[config.mk]
export PLATFORM = sky130hd
export DESIGN_NAME = rgp_reset_gpo_program_store
export DESIGN_NICKNAME = d
export VERILOG_FILES = /design/src/rtl/rgp_pkg.sv /design/src/rtl/rgp_insn_decode.sv /design/src/rtl/rgp_prog_mem.sv /design/src/rtl/rgp_reset_gpo_program_store.sv
export SDC_FILE = /design/constraint.sdc
export NUM_CORES = 2
export LEC_CHECK = 0
export BUFFER_PORTS_ARGS = -buffer_cell sky130_fd_sc_hd__buf_4
export CAP_MARGIN = 20
export CELL_PAD_IN_SITES_DETAIL_PLACEMENT = 1
export CELL_PAD_IN_SITES_GLOBAL_PLACEMENT = 1
export CORE_MARGIN = 10
export CORE_UTILIZATION = 53
export CTS_BUF_LIST = sky130_fd_sc_hd__clkbuf_8
export DETAILED_ROUTE_END_ITERATION = 7
export PLACE_DENSITY_LB_ADDON = 0.1
export SLEW_MARGIN = 0
export SYNTH_ARGS = -nofsm -noshare
export SYNTH_HDL_FRONTEND = slang
export SYNTH_SLANG_ARGS = --single-unit
[constraint.sdc]
create_clock -name clk_sys_i -period 3.03 [get_ports clk_sys_i]
set_clock_uncertainty 0.2 [all_clocks]
set_input_delay 0.1515 -clock clk_sys_i [delete_from_list [all_inputs] [get_ports clk_sys_i]]
set_output_delay 0.1515 -clock clk_sys_i [all_outputs]
set_load 0.01 [all_outputs]
[src/rtl/rgp_pkg.sv]
// Package: register map, field positions, reset values and opcode set
package rgp_pkg;
   // Register offsets
   localparam logic [7:0] RGP_SOFTWARE_RESET_OFS = 8'h0d;
   localparam logic [7:0] RGP_GENERAL_OUTPUT_CONTROL_OFS = 8'h0e;
   localparam logic [7:0] RGP_STATUS_INT_OFS = 8'h0c;
   localparam logic [7:0] RGP_PROG_FIRST_OFS = 8'h10;
   localparam logic [7:0] RGP_PROG_LAST_OFS = 8'h6f;
   // Reset values and magic
   localparam logic [7:0] RGP_RESET_MAGIC = 8'hff;
   localparam logic [7:0] RGP_GPO_RST = 8'h00;
   localparam logic [7:0] RGP_PROG_RST = 8'h00;
   localparam logic [7:0] RGP_SWRST_READ = 8'h00;
   // General output register fields
   localparam int RGP_ALERT_LEVEL_BIT = 0;
   localparam int RGP_SPARE_LEVEL_BIT = 1;
   localparam int RGP_OVERRIDE_BIT = 2;
   localparam logic [7:0] RGP_GPO_MASK = 8'h07;
   // Instruction word fields
   localparam int RGP_INS_TOP = 15;
   localparam int RGP_INS_PRESCALE_BIT = 14;
   localparam int RGP_INS_STEP_TIME_HI = 13;
   localparam int RGP_INS_STEP_TIME_LO = 9;
   localparam int RGP_INS_END_INT_BIT = 12;
   localparam int RGP_INS_END_RST_BIT = 11;
   // Decoded operations
   typedef enum logic [2:0] {
      RGP_OP_RAMP = 3'h0,
      RGP_OP_SET_PWM = 3'h1,
      RGP_OP_GO_START = 3'h2,
      RGP_OP_BRANCH = 3'h3,
      RGP_OP_END = 3'h4,
      RGP_OP_TRIGGER = 3'h5
   } rgp_op_t;
endpackage : rgp_pkg

[src/rtl/rgp_insn_decode.sv]
// Combinational decoder for one 16-bit program instruction word
`timescale 1ns/1ps
module rgp_insn_decode
   import rgp_pkg::*;
(
   input wire logic [15:0] insn_i, // Instruction word, MSB first byte
   output rgp_op_t op_o, // Decoded operation
   output logic prescale_o, // Ramp prescale select
   output logic [4:0] step_time_o, // Ramp step time
   output logic [8:0] increment_o, // Ramp sign and increment
   output logic [7:0] pwm_value_o, // Set PWM duty
   output logic [5:0] loop_count_o, // Branch loop count
   output logic [3:0] step_number_o, // Branch target step
   output logic end_int_o, // End requests interrupt
   output logic end_reset_o, // End requests reset
   output logic [5:0] wait_mask_o, // Trigger channels to wait on
   output logic [5:0] send_mask_o // Trigger channels to signal
);
   // Form matches, checked top-three-bit forms first, then zero word, then PWM prefix
   wire is_zero = (insn_i == 16'h0000);
   wire is_pwm = (insn_i[15:8] == 8'h40);
   wire [2:0] top3 = insn_i[15:13];
   assign op_o = top3 == 3'h7 ? RGP_OP_TRIGGER :
                 top3 == 3'h6 ? RGP_OP_END :
                 top3 == 3'h5 ? RGP_OP_BRANCH :
                 is_zero ? RGP_OP_GO_START :
                 is_pwm ? RGP_OP_SET_PWM :
                 RGP_OP_RAMP;
   // Field extraction is unconditional; op_o says which fields mean anything
   assign prescale_o = insn_i[RGP_INS_PRESCALE_BIT];
   assign step_time_o = insn_i[RGP_INS_STEP_TIME_HI:RGP_INS_STEP_TIME_LO];
   assign increment_o = insn_i[8:0];
   assign pwm_value_o = insn_i[7:0];
   assign loop_count_o = insn_i[12:7];
   assign step_number_o = insn_i[3:0];
   assign end_int_o = insn_i[RGP_INS_END_INT_BIT];
   assign end_reset_o = insn_i[RGP_INS_END_RST_BIT];
   assign wait_mask_o = insn_i[12:7];
   assign send_mask_o = insn_i[6:1];
endmodule : rgp_insn_decode

[src/rtl/rgp_prog_mem.sv]
// Program store: byte array with synchronous clear and word view
`timescale 1ns/1ps
module rgp_prog_mem
   import rgp_pkg::*;
#(
   parameter int DEPTH = 96 // Bytes, 10h..6fh
)(
   input wire logic clk_sys_i, // System clock
   input wire logic rstn_i, // Async reset, active low
   input wire logic clear_i, // Software reset, clears all bytes
   input wire logic we_i, // Byte write strobe
   input wire logic [6:0] addr_i, // Byte index
   input wire logic [7:0] wdata_i, // Write byte
   input wire logic [5:0] word_idx_i, // Instruction index
   output logic [7:0] rdata_o, // Byte at addr_i
   output logic [15:0] word_o // Instruction at word_idx_i
);
   logic [7:0] mem_q [DEPTH];
   // Clear costs a flop per bit, but every location must read zero
   always_ff @(posedge clk_sys_i or negedge rstn_i) begin
      if (!rstn_i) begin
         for (int i = 0; i < DEPTH; i++) mem_q[i] <= RGP_PROG_RST;
      end else if (clear_i) begin
         for (int i = 0; i < DEPTH; i++) mem_q[i] <= RGP_PROG_RST;
      end else if (we_i) begin
         mem_q[addr_i] <= wdata_i;
      end
   end
   // Even byte is the high half of the word
   wire [6:0] hi_idx = {word_idx_i, 1'b0};
   wire [6:0] lo_idx = {word_idx_i, 1'b1};
   assign rdata_o = mem_q[addr_i];
   assign word_o = {mem_q[hi_idx], mem_q[lo_idx]};
endmodule : rgp_prog_mem

[src/rtl/rgp_reset_gpo_program_store.sv]
// Register bank: software reset, general output pins and program store
// How it works
// - Writing FFh to reset clears all registers, but a status flag pulsed in that same cycle is kept
// - Reset-value write gets no acknowledge
// - Override bit hands alert pin to output
// - Under override, bit 0 sets alert level
// - Bit 1 drives spare output pin level
// - Program bytes 10h-6Fh, zero after reset
// - Bit 15 clear otherwise decodes as ramp
// - Top bits 110 decode as end
// - Top bits 111 decode as trigger
// - Alert pin low-active, released on status read
`timescale 1ns/1ps
module rgp_reset_gpo_program_store
   import rgp_pkg::*;
#(
   parameter int PROG_BYTES = 96 // Program store depth in bytes
)(
   input wire logic clk_sys_i, // 40 MHz system clock
   input wire logic rstn_i, // Async reset, active low
   input wire logic reg_wr_i, // Register write strobe
   input wire logic reg_rd_i, // Register read strobe
   input wire logic [7:0] reg_addr_i, // Register address
   input wire logic [7:0] reg_wdata_i, // Write data
   input wire logic [2:0] chan_int_i, // Engine end-of-program pulses
   input wire logic [5:0] insn_idx_i, // Instruction index to decode
   output logic [7:0] reg_rdata_o, // Read data, valid cycle after strobe
   output logic reg_ack_o, // Acknowledge of write or read
   output logic alert_pin_o, // Interrupt / general pin level
   output logic spare_output_level_o, // Spare output pin level
   output logic [15:0] insn_word_o, // Registered instruction word
   output rgp_op_t insn_op_o, // Registered decoded operation
   output logic [7:0] insn_arg_o, // Registered low argument byte
   output logic insn_end_int_o // Registered end interrupt flag
);
   // Address decode
   wire hit_swrst = (reg_addr_i == RGP_SOFTWARE_RESET_OFS);
   wire hit_gpo = (reg_addr_i == RGP_GENERAL_OUTPUT_CONTROL_OFS);
   wire hit_stat = (reg_addr_i == RGP_STATUS_INT_OFS);
   wire hit_prog = (reg_addr_i >= RGP_PROG_FIRST_OFS) && (reg_addr_i <= RGP_PROG_LAST_OFS);
   wire [7:0] prog_ofs = reg_addr_i - RGP_PROG_FIRST_OFS;
   wire [6:0] prog_idx = prog_ofs[6:0];
   wire sw_reset = reg_wr_i && hit_swrst && (reg_wdata_i == RGP_RESET_MAGIC);

   // General output register; only low three bits are stored
   logic [2:0] gpo_q;
   wire [2:0] gpo_d = reg_wdata_i[2:0] & RGP_GPO_MASK[2:0];
   always_ff @(posedge clk_sys_i or negedge rstn_i) begin
      if (!rstn_i) begin
         gpo_q <= RGP_GPO_RST[2:0];
      end else if (sw_reset) begin
         gpo_q <= RGP_GPO_RST[2:0];
      end else if (reg_wr_i && hit_gpo) begin
         gpo_q <= gpo_d;
      end
   end

   // Sticky channel interrupt flags; a set in the read cycle survives
   logic [2:0] int_q;
   wire stat_read = reg_rd_i && hit_stat;
   wire [2:0] int_d = (stat_read ? 3'h0 : int_q) | chan_int_i;
   always_ff @(posedge clk_sys_i or negedge rstn_i) begin
      if (!rstn_i) begin
         int_q <= 3'h0;
      end else if (sw_reset) begin
         int_q <= chan_int_i;
      end else begin
         int_q <= int_d;
      end
   end

   // Program store
   wire [7:0] prog_rdata;
   wire [15:0] prog_word;
   rgp_prog_mem #(.DEPTH(PROG_BYTES)) u_mem (
      .clk_sys_i(clk_sys_i),
      .rstn_i(rstn_i),
      .clear_i(sw_reset),
      .we_i(reg_wr_i && hit_prog),
      .addr_i(prog_idx),
      .wdata_i(reg_wdata_i),
      .word_idx_i(insn_idx_i),
      .rdata_o(prog_rdata),
      .word_o(prog_word)
   );

   // Instruction decode of the selected word
   rgp_op_t dec_op;
   wire [7:0] dec_pwm;
   wire dec_int;
   rgp_insn_decode u_dec (
      .insn_i(prog_word),
      .op_o(dec_op),
      .prescale_o(),
      .step_time_o(),
      .increment_o(),
      .pwm_value_o(dec_pwm),
      .loop_count_o(),
      .step_number_o(),
      .end_int_o(dec_int),
      .end_reset_o(),
      .wait_mask_o(),
      .send_mask_o()
   );

   // Read mux; unmapped addresses and the reset register read zero
   wire [7:0] rd_mux = hit_gpo ? {5'h00, gpo_q} :
                       hit_stat ? {5'h00, int_q} :
                       hit_prog ? prog_rdata :
                       RGP_SWRST_READ;

   // Pin levels: alert is low while any flag pends, unless overridden
   wire alert_d = gpo_q[RGP_OVERRIDE_BIT] ? gpo_q[RGP_ALERT_LEVEL_BIT] :
                  ~|int_d;
   // The magic write is swallowed: no acknowledge so host sees a NAK
   wire ack_d = (reg_wr_i && !sw_reset) || reg_rd_i;

   // Registered outputs
   always_ff @(posedge clk_sys_i or negedge rstn_i) begin
      if (!rstn_i) begin
         reg_rdata_o <= 8'h00;
         reg_ack_o <= 1'b0;
         alert_pin_o <= 1'b1;
         spare_output_level_o <= 1'b0;
         insn_word_o <= 16'h0000;
         insn_op_o <= RGP_OP_GO_START;
         insn_arg_o <= 8'h00;
         insn_end_int_o <= 1'b0;
      end else begin
         reg_rdata_o <= reg_rd_i ? rd_mux : 8'h00;
         reg_ack_o <= ack_d;
         alert_pin_o <= alert_d;
         spare_output_level_o <= gpo_q[RGP_SPARE_LEVEL_BIT];
         insn_word_o <= prog_word;
         insn_op_o <= dec_op;
         insn_arg_o <= dec_pwm;
         insn_end_int_o <= dec_int;
      end
   end

   // Assertions
   property p_swrst_clears_gpo;
      @(posedge clk_sys_i) disable iff (!rstn_i)
      sw_reset |=> gpo_q == 3'h0;
   endproperty
   a_swrst_clears_gpo: assert property (p_swrst_clears_gpo)
      else $error("gpo not cleared by software reset");

   property p_magic_no_ack;
      @(posedge clk_sys_i) disable iff (!rstn_i)
      sw_reset |=> !reg_ack_o;
   endproperty
   a_magic_no_ack: assert property (p_magic_no_ack)
      else $error("magic reset write was acknowledged");

   property p_override_level;
      @(posedge clk_sys_i) disable iff (!rstn_i)
      gpo_q[RGP_OVERRIDE_BIT] |=> alert_pin_o == $past(gpo_q[RGP_ALERT_LEVEL_BIT]);
   endproperty
   a_override_level: assert property (p_override_level)
      else $error("alert pin ignores override level");

   property p_spare_level;
      @(posedge clk_sys_i) disable iff (!rstn_i)
      reg_wr_i && hit_gpo && !sw_reset ##2 1'b1 |-> spare_output_level_o == $past(reg_wdata_i[1], 2);
   endproperty
   a_spare_level: assert property (p_spare_level)
      else $error("spare pin does not follow written bit");

   property p_prog_readback;
      @(posedge clk_sys_i) disable iff (!rstn_i)
      reg_wr_i && hit_prog ##1 !reg_wr_i ##1 reg_rd_i && reg_addr_i == $past(reg_addr_i, 2)
         |=> reg_rdata_o == $past(reg_wdata_i, 3);
   endproperty
   a_prog_readback: assert property (p_prog_readback)
      else $error("program byte read back wrong");

   property p_alert_active;
      @(posedge clk_sys_i) disable iff (!rstn_i)
      !gpo_q[RGP_OVERRIDE_BIT] && (int_q != 3'h0) && !stat_read |=> !alert_pin_o;
   endproperty
   a_alert_active: assert property (p_alert_active)
      else $error("alert pin not low with pending flag");

   property p_gpo_high_zero;
      @(posedge clk_sys_i) disable iff (!rstn_i)
      reg_rd_i && hit_gpo |=> reg_rdata_o[7:3] == 5'h00;
   endproperty
   a_gpo_high_zero: assert property (p_gpo_high_zero)
      else $error("general output upper bits not zero");

   property p_swrst_reads_zero;
      @(posedge clk_sys_i) disable iff (!rstn_i)
      reg_rd_i && hit_swrst |=> reg_rdata_o == 8'h00;
   endproperty
   a_swrst_reads_zero: assert property (p_swrst_reads_zero)
      else $error("reset register read nonzero");

   property p_zero_go_start;
      @(posedge clk_sys_i) disable iff (!rstn_i)
      prog_word == 16'h0000 |=> insn_op_o == RGP_OP_GO_START;
   endproperty
   a_zero_go_start: assert property (p_zero_go_start)
      else $error("zero word not decoded as go to start");

   property p_top_branch;
      @(posedge clk_sys_i) disable iff (!rstn_i)
      prog_word[15:13] == 3'h5 |=> insn_op_o == RGP_OP_BRANCH;
   endproperty
   a_top_branch: assert property (p_top_branch)
      else $error("branch form misdecoded");

   // Override with a low level must pull the pin even with no flag pending
   property p_override_takes_pin;
      @(posedge clk_sys_i) disable iff (!rstn_i)
      gpo_q[RGP_OVERRIDE_BIT] && !gpo_q[RGP_ALERT_LEVEL_BIT] |=> !alert_pin_o;
   endproperty
   a_override_takes_pin: assert property (p_override_takes_pin)
      else $error("override did not take the alert pin");

   property p_ramp_decode;
      @(posedge clk_sys_i) disable iff (!rstn_i)
      !prog_word[15] && prog_word != 16'h0000 && prog_word[15:8] != 8'h40
         |=> insn_op_o == RGP_OP_RAMP;
   endproperty
   a_ramp_decode: assert property (p_ramp_decode)
      else $error("ramp form misdecoded");

   property p_set_pwm_decode;
      @(posedge clk_sys_i) disable iff (!rstn_i)
      prog_word[15:8] == 8'h40
         |=> insn_op_o == RGP_OP_SET_PWM && insn_arg_o == $past(prog_word[7:0]);
   endproperty
   a_set_pwm_decode: assert property (p_set_pwm_decode)
      else $error("set pwm form misdecoded");

   property p_end_decode;
      @(posedge clk_sys_i) disable iff (!rstn_i)
      prog_word[15:13] == 3'h6
         |=> insn_op_o == RGP_OP_END && insn_end_int_o == $past(prog_word[12]);
   endproperty
   a_end_decode: assert property (p_end_decode)
      else $error("end form misdecoded");

   property p_trigger_decode;
      @(posedge clk_sys_i) disable iff (!rstn_i)
      prog_word[15:13] == 3'h7 |=> insn_op_o == RGP_OP_TRIGGER;
   endproperty
   a_trigger_decode: assert property (p_trigger_decode)
      else $error("trigger form misdecoded");

   // Status read with no new pulse releases the pin
   property p_stat_release;
      @(posedge clk_sys_i) disable iff (!rstn_i)
      stat_read && chan_int_i == 3'h0 && !gpo_q[RGP_OVERRIDE_BIT] |=> alert_pin_o;
   endproperty
   a_stat_release: assert property (p_stat_release)
      else $error("alert pin not released after status read");

   property p_stat_clears;
      @(posedge clk_sys_i) disable iff (!rstn_i)
      stat_read && chan_int_i == 3'h0 |=> int_q == 3'h0;
   endproperty
   a_stat_clears: assert property (p_stat_clears)
      else $error("status read left flags set");

   property p_swrst_clears_flags;
      @(posedge clk_sys_i) disable iff (!rstn_i)
      sw_reset && chan_int_i == 3'h0 |=> int_q == 3'h0;
   endproperty
   a_swrst_clears_flags: assert property (p_swrst_clears_flags)
      else $error("flags not cleared by software reset");

   // The word at insn_idx_i reads zero after the clear
   property p_swrst_clears_prog;
      @(posedge clk_sys_i) disable iff (!rstn_i)
      sw_reset |=> prog_word == 16'h0000;
   endproperty
   a_swrst_clears_prog: assert property (p_swrst_clears_prog)
      else $error("program store not cleared by software reset");

   // Spare pin lags the register by one cycle
   property p_swrst_spare_low;
      @(posedge clk_sys_i) disable iff (!rstn_i)
      sw_reset ##1 1'b1 |=> !spare_output_level_o;
   endproperty
   a_swrst_spare_low: assert property (p_swrst_spare_low)
      else $error("spare pin not low after software reset");

   property p_plain_ack;
      @(posedge clk_sys_i) disable iff (!rstn_i)
      (reg_wr_i && !sw_reset) || reg_rd_i |=> reg_ack_o;
   endproperty
   a_plain_ack: assert property (p_plain_ack)
      else $error("ordinary access not acknowledged");

   // Covers
   c_swrst: cover property (@(posedge clk_sys_i) disable iff (!rstn_i) sw_reset);
   c_override: cover property (@(posedge clk_sys_i) disable iff (!rstn_i)
      gpo_q[RGP_OVERRIDE_BIT] ##1 !alert_pin_o);
   c_stat_clear: cover property (@(posedge clk_sys_i) disable iff (!rstn_i)
      stat_read && int_q != 3'h0);
   c_trigger: cover property (@(posedge clk_sys_i) disable iff (!rstn_i)
      insn_op_o == RGP_OP_TRIGGER);
   c_end_int: cover property (@(posedge clk_sys_i) disable iff (!rstn_i)
      insn_op_o == RGP_OP_END && insn_end_int_o);
endmodule : rgp_reset_gpo_program_store

==> results.yml <==
synth:
  seq_area_frac_synth_pct: 44.4
  synth_compound_area_share_pct: 11.1
  synth-simple-area-share_pct: 17.4
  synth_fa_ha_area_share_pct: 0.110
  synth_ff_type: "dfrtp_1"
  async_flop_share_pct: 100
  synth_seq_cells: 804
  synth_cell_types: 65
  synth-xor-area-share_pct: 0.0386
  synth_area_um2: 45300
  syn-mean-instance-area_um2: 10.0
  muxShareOfSynthArea_pct: 22.3
  synth_top_family_by_area: "multiplexers"
  synthCells: 4531
  synth_fp_nets: 4564
  yosysWarnings: 0
  synth_edf_count: 0
critical_path:
  r2r_cells: 6
  end_kind: "flip-flop"
  startpoint_type: "flip-flop"
  critical_path_required_ps: 3600
  cp_data_arrival_time_ps: 3640
  crit_fanout: 3
  path_class: "reg2reg"
clock_tree:
  clockBufferDepth: 3
  clk_pin_slew_ps: 60
  ctsRootBufferMaster: "clkbuf_8"
  cts_tree: "built"
  clock_latency_ps: 880
  cts_setup_buffers: 0
  cts_made_buffers: 143
  cts_htree_levels: 4
  cts_sinks: 804
final_layout:
  syn_to_final_growth_pct: 20.6
  finalNonFillerCells: 6167
  drive_gt1_share_pct: 26.8
  layout.nets: 4955
  final_area_um2: 54700
  final_cell_mix: "903 x nand2_1, 802 x dfrtp_1, 801 x a21oi_1, 782 x nand3_1, 584 x buf_4"
  layout_commonest_cell: "nand2_1"
outcome:
  status: "finished, violations left"
  violations: "setup timing"
placement:
  gp_routability_congestion: 1.00
  hpwl_um: 146000
  portBuffers: 67
  dp.cells: 5877
  place_area_um2: 51300
  place_ws_ps: -330
power_and_ir_drop:
  powerDensity_nw_per_um2: 482
  power_leakage_uw: 0.0230
  ir_worst_vdd_mv: 0.472
routing:
  ant_nets: 0
  vias: 44663
  drtIter0Drc: 6622
  wire_per_inst_um: 34.3
  first_pass_iters: 6
  wirelength_um: 211000
  viasPerCell: 7.24
  drc: 0
global_routing:
  grt.overflow.total: 0
  grt_max_degree: 98
  antenna_found_initial: 13
  grt_pass1_vias: 45842
  grtUsageTotal_pct: 43.0
  grt_pass1_wl_um: 314000
die:
  fp.dieH_um: 312
  dieArea_um2: 97600
  die_w_um: 312
  ios: 68
  rows: 107
  start_util_pct: 53.3
  core_um2: 85000
hold_path:
  worstHoldPathType: "in2reg"
  min_path_cells: 3
timing:
  tightest_slew_ps: 1220
  whs_ps: 32.8
  fmax_mhz: 326
  setup_violations: 1
  hold_violations: 0
  rsz0062_at_grt: "true"
  maxSlewViolCount: 0
  period_needed_ps: 3070
  fin_crit_sh_pct: 101
  setup_slack_ps: -37.9
  slew_headroom_pct: 18.3
flow_run:
  cap_violations: 0
-- path summary, 6_finish.rpt --
path                                   from              endpoint  slack [ps]
max in group asynchronous            rstn_i      u_mem.mem_q[673]        1510
min in group asynchronous            rstn_i      u_mem.mem_q[436]         530
setup / recovery           u_mem.mem_q[535]          insn_op_o[1]         -40
hold / removal                     reg_rd_i        reg_rdata_o[1]          30
hold reg to reg                    gpo_q[1]  spare_output_level_o         250
setup reg to reg           u_mem.mem_q[535]          insn_op_o[1]         -40
-- synth_stat cells, drive strengths merged, types with 3 or more instances --
| cell type | n | area share [%] |
|---|---|---|
| nand2b | 11 | 0.15 |
| a22o | 5 | 0.097 |
| inv | 10 | 0.083 |
| nand4 | 3 | 0.041 |
| and3 | 3 | 0.041 |
| a211o | 7 | 0.14 |
| dfrtp | 802 | 44 |
| nor3 | 17 | 0.22 |
| nand2 | 903 | 7.5 |
| o211ai | 4 | 0.066 |
| nor2 | 38 | 0.31 |
| o21bai | 4 | 0.066 |
| a22oi | 37 | 0.61 |
| o32a | 4 | 0.088 |
| a31oi | 6 | 0.083 |
| mux2i | 73 | 1.6 |
| o22ai | 22 | 0.30 |
| clkbuf | 342 | 2.8 |
| mux2 | 11 | 0.27 |
| a21oi | 803 | 8.9 |
| nor4 | 4 | 0.083 |
| o21ai | 13 | 0.14 |
| o221ai | 7 | 0.14 |
| nor2b | 11 | 0.15 |
| and2 | 5 | 0.069 |
| or3 | 5 | 0.069 |
| a211oi | 8 | 0.13 |
| nand3 | 782 | 8.6 |
| buf | 142 | 1.7 |
| a21o | 3 | 0.050 |
| mux4 | 410 | 20 |
| ha | 4 | 0.11 |
| a221oi | 3 | 0.058 |
| or2 | 6 | 0.083 |
-- report_power, final --
part | internal (µW) | switching [µW] | leakage, µW
Sequential | 11300 | 611 | 0.0111
Clock | 5810 | 4940 | 0.00165
Combinational | 1550 | 2190 | 0.0102
Total | 18600 | 7740 | 0.0230
-- layout make-up --
type / count / area (µm²)
multi-input combinational: 3232 / 23300
clock inverter: 55 / 339
fill: 9085 / 30400
timing repair buffer: 730 / 6860
inverter: 11 / 41.3
sequential: 804 / 20100
tap: 1144 / 1430
clock buffer: 187 / 2570
antenna: 4 / 10.0
-- flip-flops by register name, summed over array words and instances (netlist names) --
name,count
u_mem.mem_q,768
reg_rdata_o,8
spare_output_level_o,1
alert_pin_o,1
reg_ack_o,1
insn_word_o,16
gpo_q,3
insn_op_o,3
int_q,3
-- timing repair --
action / 4_1_cts / 5_1_grt
hold buffers: 44 / 0
pin swaps: 0 / 2
hold endpoints to repair: 1562 / 0
endpoints found under the setup margin: 1 / 9
resized for setup: 1 / 4
-- logic make-up after synthesis --
kind of cell | after synthesis
buffers and inverters | 495
AOI/OAI and AO/OA | 938
muxes | 494
xor gates and xnor gates | 2
and+or+nand+nor | 1794
adders and majority gates | 4
DFF | 804
-- per-stage QoR --
stage	utilization [%]	power, µW	setup TNS, ps
finish	64.3	26300	-37.9
global route	64.3	27000	-213
global placement	60.3	15400	-3080
detailed placement	60.3	15500	-11100
CTS	64.3	26200	0
floorplan	-	13700	-197
-- worst max-delay path: stages (launching register included) --
cell     delay (ps)
dfrtp_1         420
mux4_2          570
mux4_2          610
a211o_1         360
nor2_1           90
or4bb_1         510
o32ai_2         220
-- layer usage --
layer | GRT usage (%) | wire length, µm | part of all wire [%] | vias up
met4 | 24.2 | 14100 | 6.7 | 14
met5 | 0 | 86 | 0.041 | -
met2 | 62.5 | 91700 | 43 | 3726
met1 | 56.3 | 76000 | 36 | 22745
li1 | - | - | - | 17344
met3 | 14.4 | 29500 | 14 | 834
(Power assumes the default switching activity.)
